`src/hdl/fiu_pkg.sv`:
```
// Purpose: Constants and types of the internal fault interrupt unit
// Assumes: One 25 MHz core clock, synchronous active-high reset
// Notes: Commands are one-cycle strobes from the microprogram sequencer
// Contract
// - Enable mask has one bit per source, bits 1 to 10; others unassigned
// - Each hardware event sets its detect bit; detect AND enable feeds encoder
// - Cause code equals source bit number: octal 1-7, 10, 11, 12
// - An encoded enabled event also sets level request bit 14
// - After capture, the detect bit that produced the code is cleared
// - Protect, page fault, illegal opcode are immediate; others wait for instruction end
// - Protect or page fault in a fetch cycle holds the program counter
// - Supply loss wins the encoding when it coincides with another source; before instruction end an immediate source is taken first
// - Nothing is accepted until the interrupt system is switched on
// - Supervisor call writes sign-extended low opcode byte into level 14 T register
// - Protect violation and page fault arise only while paging is on
// - I/O timeout fires when bus answer ready does not come back
// - Parity or nonexistent address captures low 16 address bits
// - Captured cause code is locked until software reads it
// - Interrupt-on enables level switching and lights the lamp
// - Interrupt-off freezes the level and dims the lamp; a switch already started still completes and moves to its target level
// - Reset clears level enable and selects level zero
// - Request and enable registers are readable; write copies the accumulator
// - Masked set and masked clear touch only bits where accumulator is one
// - Highest pending level tracks request AND enable; difference starts a switch
package fiu_pkg;
  localparam int DW = 16;
  localparam int CLK_NS = 40;
  localparam int IO_TMO_NS = 8000;
  localparam int IO_TMO_CYC = IO_TMO_NS / CLK_NS;
  localparam int SRC_SVC = 1;
  localparam int SRC_PROT = 2;
  localparam int SRC_PAGE = 3;
  localparam int SRC_ILL = 4;
  localparam int SRC_ERR = 5;
  localparam int SRC_PRIV = 6;
  localparam int SRC_IOTMO = 7;
  localparam int SRC_PAR = 8;
  localparam int SRC_NXA = 9;
  localparam int SRC_SUP = 10;
  localparam int INT_LVL_BIT = 14;
  localparam logic [15:0] SRC_USED = 16'h07FE;
  localparam logic [15:0] IMM_MASK = 16'h001C;
  localparam logic [3:0] INT_LEVEL = 4'hE;
  localparam logic [3:0] LEVEL_ZERO = 4'h0;
  localparam logic [15:0] RST_WORD = 16'h0000;
  localparam logic [3:0] RST_CODE = 4'h0;

  typedef enum logic [2:0] {
    OP_NONE = 3'b000,
    OP_READ = 3'b001,
    OP_WRITE = 3'b010,
    OP_MSET = 3'b011,
    OP_MCLR = 3'b100,
    OP_SYS_ON = 3'b101,
    OP_SYS_OFF = 3'b110
  } fiu_op_e;

  typedef enum logic [2:0] {
    SEL_REQ = 3'b000,
    SEL_EN = 3'b001,
    SEL_MASK = 3'b010,
    SEL_CAUSE = 3'b011,
    SEL_FADDR = 3'b100
  } fiu_sel_e;

  typedef enum logic {
    SW_IDLE = 1'b0,
    SW_BUSY = 1'b1
  } fiu_sw_e;

  // Number of highest set bit, zero when none
  function automatic logic [3:0] fiu_top_bit(input logic [15:0] v);
    logic [3:0] n;
    n = 4'h0;
    for (int i = 0; i < 16; i++) begin
      if (v[i]) begin
        n = 4'(i);
      end
    end
    return n;
  endfunction : fiu_top_bit
endpackage : fiu_pkg

```
`src/hdl/fiu_prio_if.sv`:
```
// Purpose: Carries priority vectors between the unit and its encoders
// Assumes: Combinational encoders
// Notes: None
`timescale 1ns/1ps
interface fiu_prio_if;
  logic [15:0] masked;
  logic [3:0] cause;
  logic any;
  logic [15:0] lvl_req;
  logic [15:0] lvl_en;
  logic [3:0] pend;
  modport core (output masked, output lvl_req, output lvl_en,
                input cause, input any, input pend);
  modport cause_side (input masked, output cause, output any);
  modport level_side (input lvl_req, input lvl_en, output pend);
endinterface : fiu_prio_if

```
`src/hdl/fiu_cause_enc.sv`:
```
// Purpose: Priority encoder for masked internal sources
// Assumes: Input already masked
// Notes: Highest bit wins
`timescale 1ns/1ps
module fiu_cause_enc (
  fiu_prio_if.cause_side pif
);
  import fiu_pkg::*;
  // Highest number wins so supply loss beats every other source
  assign pif.cause = fiu_top_bit(pif.masked);
  assign pif.any = |pif.masked;
endmodule : fiu_cause_enc

```
`src/hdl/fiu_level_prio.sv`:
```
// Purpose: Highest pending program level
// Assumes: Combinational
// Notes: Level zero when nothing pending
`timescale 1ns/1ps
module fiu_level_prio (
  fiu_prio_if.level_side pif
);
  import fiu_pkg::*;
  assign pif.pend = fiu_top_bit(pif.lvl_req & pif.lvl_en);
endmodule : fiu_level_prio

```
`src/hdl/fiu_unit.sv`:
```
// Purpose: Internal fault interrupt unit with program level control
// Assumes: Events are one-cycle pulses synchronous to core_clk
// Notes: Context switch microcode is outside; it answers with switch_done
`timescale 1ns/1ps
module fiu_unit #(
  parameter int TMO_CYC = fiu_pkg::IO_TMO_CYC
) (
  // Clock and reset
  input wire logic core_clk,
  input wire logic sys_rst,
  // Special register commands
  input wire logic cmd_valid,
  input wire fiu_pkg::fiu_op_e cmd_op,
  input wire fiu_pkg::fiu_sel_e cmd_sel,
  input wire logic [fiu_pkg::DW-1:0] acc_in,
  output logic [fiu_pkg::DW-1:0] acc_out,
  output logic acc_valid,
  // Fault sources
  input wire logic svc_call,
  input wire logic [7:0] svc_opcode,
  input wire logic protect_violation,
  input wire logic page_fault,
  input wire logic illegal_opcode,
  input wire logic error_flag,
  input wire logic privileged_op_violation,
  input wire logic parity_error,
  input wire logic nonexistent_address,
  input wire logic [23:0] fault_addr,
  input wire logic supply_loss,
  input wire logic paging_on,
  // Bus answer watch
  input wire logic io_start,
  input wire logic bus_answer_ready,
  // Sequencer status
  input wire logic instr_done,
  input wire logic fetch_cycle,
  input wire logic switch_done,
  // Sequencer controls
  output logic micro_trap,
  output logic pc_hold,
  output logic switch_start,
  output logic [3:0] current_level,
  output logic [3:0] highest_pending_level,
  output logic irq_lamp,
  output logic [fiu_pkg::DW-1:0] t14_value,
  output logic t14_wr
);
  import fiu_pkg::*;

  fiu_prio_if pif ();

  // ************************************
  // Storage
  // ************************************
  logic [15:0] detect_r;
  logic [15:0] enable_mask_r;
  logic [15:0] level_request_reg;
  logic [15:0] level_enable_reg;
  logic [3:0] cause_r;
  logic lock_r;
  logic sys_on_r;
  logic [15:0] faulty_addr_low;
  logic [3:0] target_r;
  logic [15:0] tmo_cnt_r;
  logic tmo_run_r;
  fiu_sw_e sw_r;

  logic [15:0] ev_vec;
  logic [15:0] elig;
  logic [15:0] clr_vec;
  logic take;
  logic io_tmo;
  logic cmd_w;
  logic cmd_s;
  logic cmd_c;
  logic rd_cause;

  fiu_cause_enc u_enc (
    .pif(pif.cause_side)
  );

  fiu_level_prio u_lvl (
    .pif(pif.level_side)
  );

  // ************************************
  // Source detection
  // ************************************
  always_comb begin
    ev_vec = 16'h0000;
    ev_vec[SRC_SVC] = svc_call;
    ev_vec[SRC_PROT] = protect_violation & paging_on;
    ev_vec[SRC_PAGE] = page_fault & paging_on;
    ev_vec[SRC_ILL] = illegal_opcode;
    ev_vec[SRC_ERR] = error_flag;
    ev_vec[SRC_PRIV] = privileged_op_violation;
    ev_vec[SRC_IOTMO] = io_tmo;
    ev_vec[SRC_PAR] = parity_error;
    ev_vec[SRC_NXA] = nonexistent_address;
    ev_vec[SRC_SUP] = supply_loss;
  end

  // Immediate sources pass any time, the rest only at instruction end
  assign elig = detect_r & enable_mask_r & SRC_USED & (instr_done ? 16'hFFFF : IMM_MASK);
  assign pif.masked = elig;
  assign pif.lvl_req = level_request_reg;
  assign pif.lvl_en = level_enable_reg;
  assign take = sys_on_r & ~lock_r & pif.any;
  assign clr_vec = take ? (16'h0001 << pif.cause) : 16'h0000;

  assign cmd_w = cmd_valid & (cmd_op == OP_WRITE);
  assign cmd_s = cmd_valid & (cmd_op == OP_MSET);
  assign cmd_c = cmd_valid & (cmd_op == OP_MCLR);
  assign rd_cause = cmd_valid & (cmd_op == OP_READ) & (cmd_sel == SEL_CAUSE);

  // New events win over the capture clear
  always_ff @(posedge core_clk) begin
    if (sys_rst) begin
      detect_r <= RST_WORD;
    end else begin
      detect_r <= (detect_r & ~clr_vec) | ev_vec;
    end
  end

  // ************************************
  // Bus answer timeout
  // ************************************
  always_ff @(posedge core_clk) begin
    if (sys_rst) begin
      tmo_run_r <= 1'b0;
      tmo_cnt_r <= 16'h0000;
      io_tmo <= 1'b0;
    end else begin
      io_tmo <= 1'b0;
      if (io_start) begin
        tmo_run_r <= 1'b1;
        tmo_cnt_r <= 16'h0000;
      end else if (tmo_run_r) begin
        if (bus_answer_ready) begin
          tmo_run_r <= 1'b0;
        end else if (tmo_cnt_r == 16'(TMO_CYC - 1)) begin
          tmo_run_r <= 1'b0;
          io_tmo <= 1'b1;
        end else begin
          tmo_cnt_r <= tmo_cnt_r + 16'h0001;
        end
      end
    end
  end

  // ************************************
  // Cause code capture and lock
  // ************************************
  always_ff @(posedge core_clk) begin
    if (sys_rst) begin
      cause_r <= RST_CODE;
      lock_r <= 1'b0;
    end else begin
      if (rd_cause) begin
        cause_r <= RST_CODE;
        lock_r <= 1'b0;
      end
      if (take) begin
        cause_r <= pif.cause;
        lock_r <= 1'b1;
      end
    end
  end

  always_ff @(posedge core_clk) begin
    if (sys_rst) begin
      micro_trap <= 1'b0;
      pc_hold <= 1'b0;
    end else begin
      micro_trap <= take & |(clr_vec & IMM_MASK);
      pc_hold <= fetch_cycle & (ev_vec[SRC_PROT] | ev_vec[SRC_PAGE]);
    end
  end

  // ************************************
  // Special registers
  // ************************************
  always_ff @(posedge core_clk) begin
    if (sys_rst) begin
      enable_mask_r <= RST_WORD;
    end else if (cmd_valid && cmd_sel == SEL_MASK) begin
      if (cmd_w) begin
        enable_mask_r <= acc_in;
      end else if (cmd_s) begin
        enable_mask_r <= enable_mask_r | acc_in;
      end else if (cmd_c) begin
        enable_mask_r <= enable_mask_r & ~acc_in;
      end
    end
  end

  always_ff @(posedge core_clk) begin
    if (sys_rst) begin
      level_enable_reg <= RST_WORD;
    end else if (cmd_valid && cmd_sel == SEL_EN) begin
      if (cmd_w) begin
        level_enable_reg <= acc_in;
      end else if (cmd_s) begin
        level_enable_reg <= level_enable_reg | acc_in;
      end else if (cmd_c) begin
        level_enable_reg <= level_enable_reg & ~acc_in;
      end
    end
  end

  always_ff @(posedge core_clk) begin
    if (sys_rst) begin
      level_request_reg <= RST_WORD;
    end else begin
      if (cmd_valid && cmd_sel == SEL_REQ) begin
        if (cmd_w) begin
          level_request_reg <= acc_in;
        end else if (cmd_s) begin
          level_request_reg <= level_request_reg | acc_in;
        end else if (cmd_c) begin
          level_request_reg <= level_request_reg & ~acc_in;
        end
      end
      if (take) begin
        level_request_reg[INT_LVL_BIT] <= 1'b1;
      end
    end
  end

  always_ff @(posedge core_clk) begin
    if (sys_rst) begin
      faulty_addr_low <= RST_WORD;
    end else if (parity_error || nonexistent_address) begin
      faulty_addr_low <= fault_addr[15:0];
    end
  end

  always_ff @(posedge core_clk) begin
    if (sys_rst) begin
      t14_value <= RST_WORD;
      t14_wr <= 1'b0;
    end else begin
      t14_wr <= svc_call;
      if (svc_call) begin
        t14_value <= {{8{svc_opcode[7]}}, svc_opcode};
      end
    end
  end

  // Read port
  always_ff @(posedge core_clk) begin
    if (sys_rst) begin
      acc_out <= RST_WORD;
      acc_valid <= 1'b0;
    end else begin
      acc_valid <= cmd_valid & (cmd_op == OP_READ);
      if (cmd_valid && cmd_op == OP_READ) begin
        case (cmd_sel)
          SEL_REQ: acc_out <= level_request_reg;
          SEL_EN: acc_out <= level_enable_reg;
          SEL_MASK: acc_out <= enable_mask_r;
          SEL_CAUSE: acc_out <= {12'h000, cause_r};
          SEL_FADDR: acc_out <= faulty_addr_low;
          default: acc_out <= RST_WORD;
        endcase
      end
    end
  end

  // ************************************
  // Interrupt system on and off
  // ************************************
  always_ff @(posedge core_clk) begin
    if (sys_rst) begin
      sys_on_r <= 1'b0;
      irq_lamp <= 1'b0;
    end else if (cmd_valid && cmd_op == OP_SYS_ON) begin
      sys_on_r <= 1'b1;
      irq_lamp <= 1'b1;
    end else if (cmd_valid && cmd_op == OP_SYS_OFF) begin
      sys_on_r <= 1'b0;
      irq_lamp <= 1'b0;
    end
  end

  // ************************************
  // Level switch control
  // ************************************
  always_ff @(posedge core_clk) begin
    if (sys_rst) begin
      sw_r <= SW_IDLE;
      switch_start <= 1'b0;
      target_r <= LEVEL_ZERO;
      current_level <= LEVEL_ZERO;
      highest_pending_level <= LEVEL_ZERO;
    end else begin
      switch_start <= 1'b0;
      highest_pending_level <= pif.pend;
      case (sw_r)
        SW_IDLE: begin
          // Off keeps the current level
          if (sys_on_r && pif.pend != current_level) begin
            sw_r <= SW_BUSY;
            switch_start <= 1'b1;
            target_r <= pif.pend;
          end
        end
        SW_BUSY: begin
          if (switch_done) begin
            current_level <= target_r;
            sw_r <= SW_IDLE;
          end
        end
        default: sw_r <= SW_IDLE;
      endcase
    end
  end
endmodule : fiu_unit

```
`config.mk`:
```
export PLATFORM = sky130hd
export DESIGN_NAME = fiu_unit
export DESIGN_NICKNAME = d
export VERILOG_FILES = /design/src/hdl/fiu_pkg.sv /design/src/hdl/fiu_prio_if.sv /design/src/hdl/fiu_cause_enc.sv /design/src/hdl/fiu_level_prio.sv /design/src/hdl/fiu_unit.sv
export SDC_FILE = /design/constraint.sdc
export NUM_CORES = 1
export LEC_CHECK = 0
export BUFFER_PORTS_ARGS = -buffer_cell sky130_fd_sc_hd__buf_2
export CAP_MARGIN = 20
export CORE_UTILIZATION = 45
export DETAILED_ROUTE_END_ITERATION = 8
export PLACE_DENSITY = 0.67
export SLEW_MARGIN = 25
export SYNTH_ARGS = -nofsm -noshare
export SYNTH_HDL_FRONTEND = slang
export SYNTH_SLANG_ARGS = --single-unit
```
`constraint.sdc`:
```
create_clock -name core_clk -period 7.1 [get_ports core_clk]
set_input_delay 0.71 -clock core_clk [delete_from_list [all_inputs] [get_ports core_clk]]
set_output_delay 0.71 -clock core_clk [all_outputs]
set_load 0.01 [all_outputs]
```
==> key figures <==
Timing
  – Hold Vio Cnt, Final: 0
  – Minimum clock period after layout: 2.57 ns
  – Worst slew margin relative to its limit: 27.6%
  – Total negative setup slack: 0 ns
  – Final period utilization: 36.2%
  – RSZ-0062 raised after global routing: no
  – Transition at the pin with the smallest max-transition slack: 1.08 ns
  – Final max-slew violation count: 0
  – Highest achievable clock rate: 390 MHz
  – Clk_skew: 0.00680 ns
  – Finish-stage setup viols: 0

Min path
  – Min-delay worst type: reg -> reg

GRT
  – Overall global routing resource usage: 26.9%
  – Antenna violations before repair: 0
  – Total congestion overflow after global routing: 0
  – Wire length of the first global-routing pass: 29800 um
  – Number of global-route vias before repair: 5883
  – Pin count of the biggest net entering global routing: 92

Pwr
  – Switching Fraction: 22.6%
  – Leak pwr: 2.80 nW
  – Net switching component of the power: 0.421 mW
  – Maximum vdd ir drop: 178 uV
  – Power density relative to cell area: 251 nW/um^2
  – Clock group share of total power: 50.3%
  – Sequential fraction of design power: 43.6%
  – Internal Power: 1.44 mW
  – Fraction of power consumed by combinational cells: 6.0%

Status
  – Result of the run: completed

Synth
  – EDFF count, synth: 0
  – Synthesized area divided by synthesized cell count: 8.12 um^2
  – Post-synthesis instance area: 6190 um^2
  – Total nets after synthesis: 835
  – Register area share after synthesis: 45.3%
  – Most used DFF post-synth: sky130_fd_sc_hd__dfxtp_1
  – Syn. warnings: 0
  – Top cells by area in the synthesized netlist: sky130_fd_sc_hd__dfxtp_1, sky130_fd_sc_hd__a21oi_1, sky130_fd_sc_hd__o21ai_0
  – Share of Yosys cell area claimed by the top area cell type: 45.3%
  – Top post-synthesis cells by count: sky130_fd_sc_hd__dfxtp_1, sky130_fd_sc_hd__a21oi_1, sky130_fd_sc_hd__o21ai_0
  – Cell count after synthesis: 762
  – Async set-reset flop share out of synthesis: 0%
  – Count leader, synth: sky130_fd_sc_hd__dfxtp_1
  – Post-synthesis cell type with the largest combined area: sky130_fd_sc_hd__dfxtp_1
  – Number of synthesized register bits: 140
  – Count of distinct cell types in the synthesized netlist: 56

Final layout
  – Final Instance Area: 7420 um^2
  – Final net count: 917
  – Share of cells above drive strength 1: 19.3%
  – Number of antenna cells inserted: 0
  – Synth-to-layout area growth: 19.9%
  – Fill cell instance count of the final layout: 1256

Placed design
  – Placed Instance Area: 6790 um^2
  – Final RePlAce weighted congestion: 0.880
  – Half-perimeter wire length of the detailed placement result: 12600 um
  – Port Buf Inserts: 109

Die
  – Placement row count: 42
  – Overall die width: 119 um
  – Std-Cell Core Area: 13300 um^2
  – Initial standard-cell utilization of the core: 46.4%
  – Die span in y: 119 um
  – Die area: 14200 um^2
  – IO Pins: 118

CTS
  – Number of buffers inserted during clock tree synthesis: 17
  – H-Tree Depth: 4
  – TritonCTS clock tree: yes
  – Post_cts resized: 0
  – Clk Tree Root Cell: sky130_fd_sc_hd__clkbuf_16
  – Hold bufs inserted after CTS: 0
  – TritonCTS Sinks: 140
  – Post CTS Setup Buffer Count: 0
  – Clock latency on the worst-skew pair: 0.42 ns
  – Clock slew seen by the registers of the worst setup and hold paths: 0.06 ns
  – Maximum clock path buffer count: 2

Worst setup path
  – Largest incremental delay on the critical path: 0.86 ns
  – Critical path launch point type: input port
  – Cell family with the largest share of critical-path delay: simple AND/OR/NAND/NOR gates
  – Kind of critical path: in -> reg
  – Most repeated library cell on the critical path: sky130_fd_sc_hd__a21oi_1
  – Chain of cells forming the critical path: buf_2 > inv_2 > nor3_2 > buf_4 > a22oi_1 > a21oi_1 > a21oi_1 > nor2_1
  – Standard cell with the maximum stage delay on the critical path: sky130_fd_sc_hd__nor3_2
  – Maximum fanout count along the critical path: 18
  – Data arrival time of the worst path: 2.92 ns
  – Capturing element type of the critical path: flop
  – Number of buffers and inverters on the critical path: 3
  – Critical path required time: 7.45 ns

Run
  – # Max-Cap Violations: 0

Routing
  – Initial drt markers: 724
  – Routed via count divided by cell count: 5.90
  – DR vias: 6092
  – First drt pass iteration count: 8
  – Total wire length: 18600 um
  – Count of unresolved DRC violations after routing: 0
  – Final antenna-violating net count: 0
  – Wirelength per Cell: 18.0 um
-- power groups by stage --
stage	Combinational [mW]	Sequential [mW]	Clock [mW]
CTS	0.111	0.813	0.948
finish	0.112	0.813	0.938
global placement	0.106	0.829	0
detailed placement	0.110	0.830	0
global route	0.123	0.815	0.985
floorplan	0.0629	0.828	0
-- stage by stage --
step	std cells	util (%)	setup slack (ns)	power (mW)	hold slack [ns]
after floorplan	762	-	4.73	0.891	0.427
after global placement	1001	50.9	4.23	0.935	0.437
after detailed placement	1001	50.9	4.18	0.940	0.444
after CTS	1033	55.6	4.57	1.87	0.451
after global routing	1033	55.6	4.36	1.92	0.482
final	1033	55.6	4.53	1.86	0.450
-- kinds of logic after synthesis --
logic type / after synthesis / synth area share (%)
AOI/OAI and AO/OA: 259 / 24.4
xor gates and xnor gates: 14 / 1.98
adders and majority gates: 1 / 0.202
buffers and inverters: 58 / 4.00
DFF: 140 / 45.3
muxes: 17 / 3.22
and+or+nand+nor: 273 / 20.9
-- cell type report --
| type | instances | area [um^2] | share of cell area [%] |
|---|---|---|---|
| Inverter | 5 | 18.8 | 0.253 |
| Timing Repair Buffer | 116 | 601 | 8.09 |
| Tap cell | 176 | 220 | 2.97 |
| Clock inverter | 11 | 166 | 2.24 |
| Sequential cell | 140 | 2800 | 37.8 |
| Clock buffer | 21 | 460 | 6.20 |
| Multi-Input combinational cell | 564 | 3150 | 42.5 |
-- worst reg2reg max path: stages (launching register included) --
cell,delay (ns)
sky130_fd_sc_hd__dfxtp_1,0.35
sky130_fd_sc_hd__a22o_1,0.28
sky130_fd_sc_hd__or4_1,0.59
sky130_fd_sc_hd__o32a_1,0.35
sky130_fd_sc_hd__and3_4,0.19
sky130_fd_sc_hd__o31a_4,0.37
sky130_fd_sc_hd__mux2_4,0.30
-- path summary, 6_finish.rpt --
kind,start,to,slack [ns],cells past startpoint
setup / recovery,cmd_sel[1],acc_out[6],4.53,8
hold / removal,faulty_addr_low[5],faulty_addr_low[5],0.45,2
setup reg to reg,flop,target_r[1],4.56,6
hold reg to reg,faulty_addr_low[5],faulty_addr_low[5],0.45,2
-- cells in the final DEF, fill, tap and decap left out, types with 9 or more instances in the layout --
cell type | netlist | final
sky130_fd_sc_hd__dfxtp_1 | 140 | 140
sky130_fd_sc_hd__a21oi_1 | 112 | 112
sky130_fd_sc_hd__buf_2 | 0 | 108
sky130_fd_sc_hd__o21ai_0 | 80 | 80
sky130_fd_sc_hd__nand2_1 | 76 | 76
sky130_fd_sc_hd__nor2_1 | 65 | 64
sky130_fd_sc_hd__nand3_1 | 61 | 61
sky130_fd_sc_hd__a22oi_1 | 31 | 31
sky130_fd_sc_hd__clkbuf_16 | 0 | 17
sky130_fd_sc_hd__nor2b_1 | 14 | 13
sky130_fd_sc_hd__mux2i_1 | 12 | 12
sky130_fd_sc_hd__xor2_1 | 9 | 9
-- per-layer routing --
layer	vias to the layer above	GRT usage, %	wire length [um]
met2	251	44.0	8920
met3	38	4.74	1190
met1	2902	34.3	7930
li1	2901	-	-
met5	-	0	0
met4	0	12.3	525
Power figures use the tool's default switching activity.
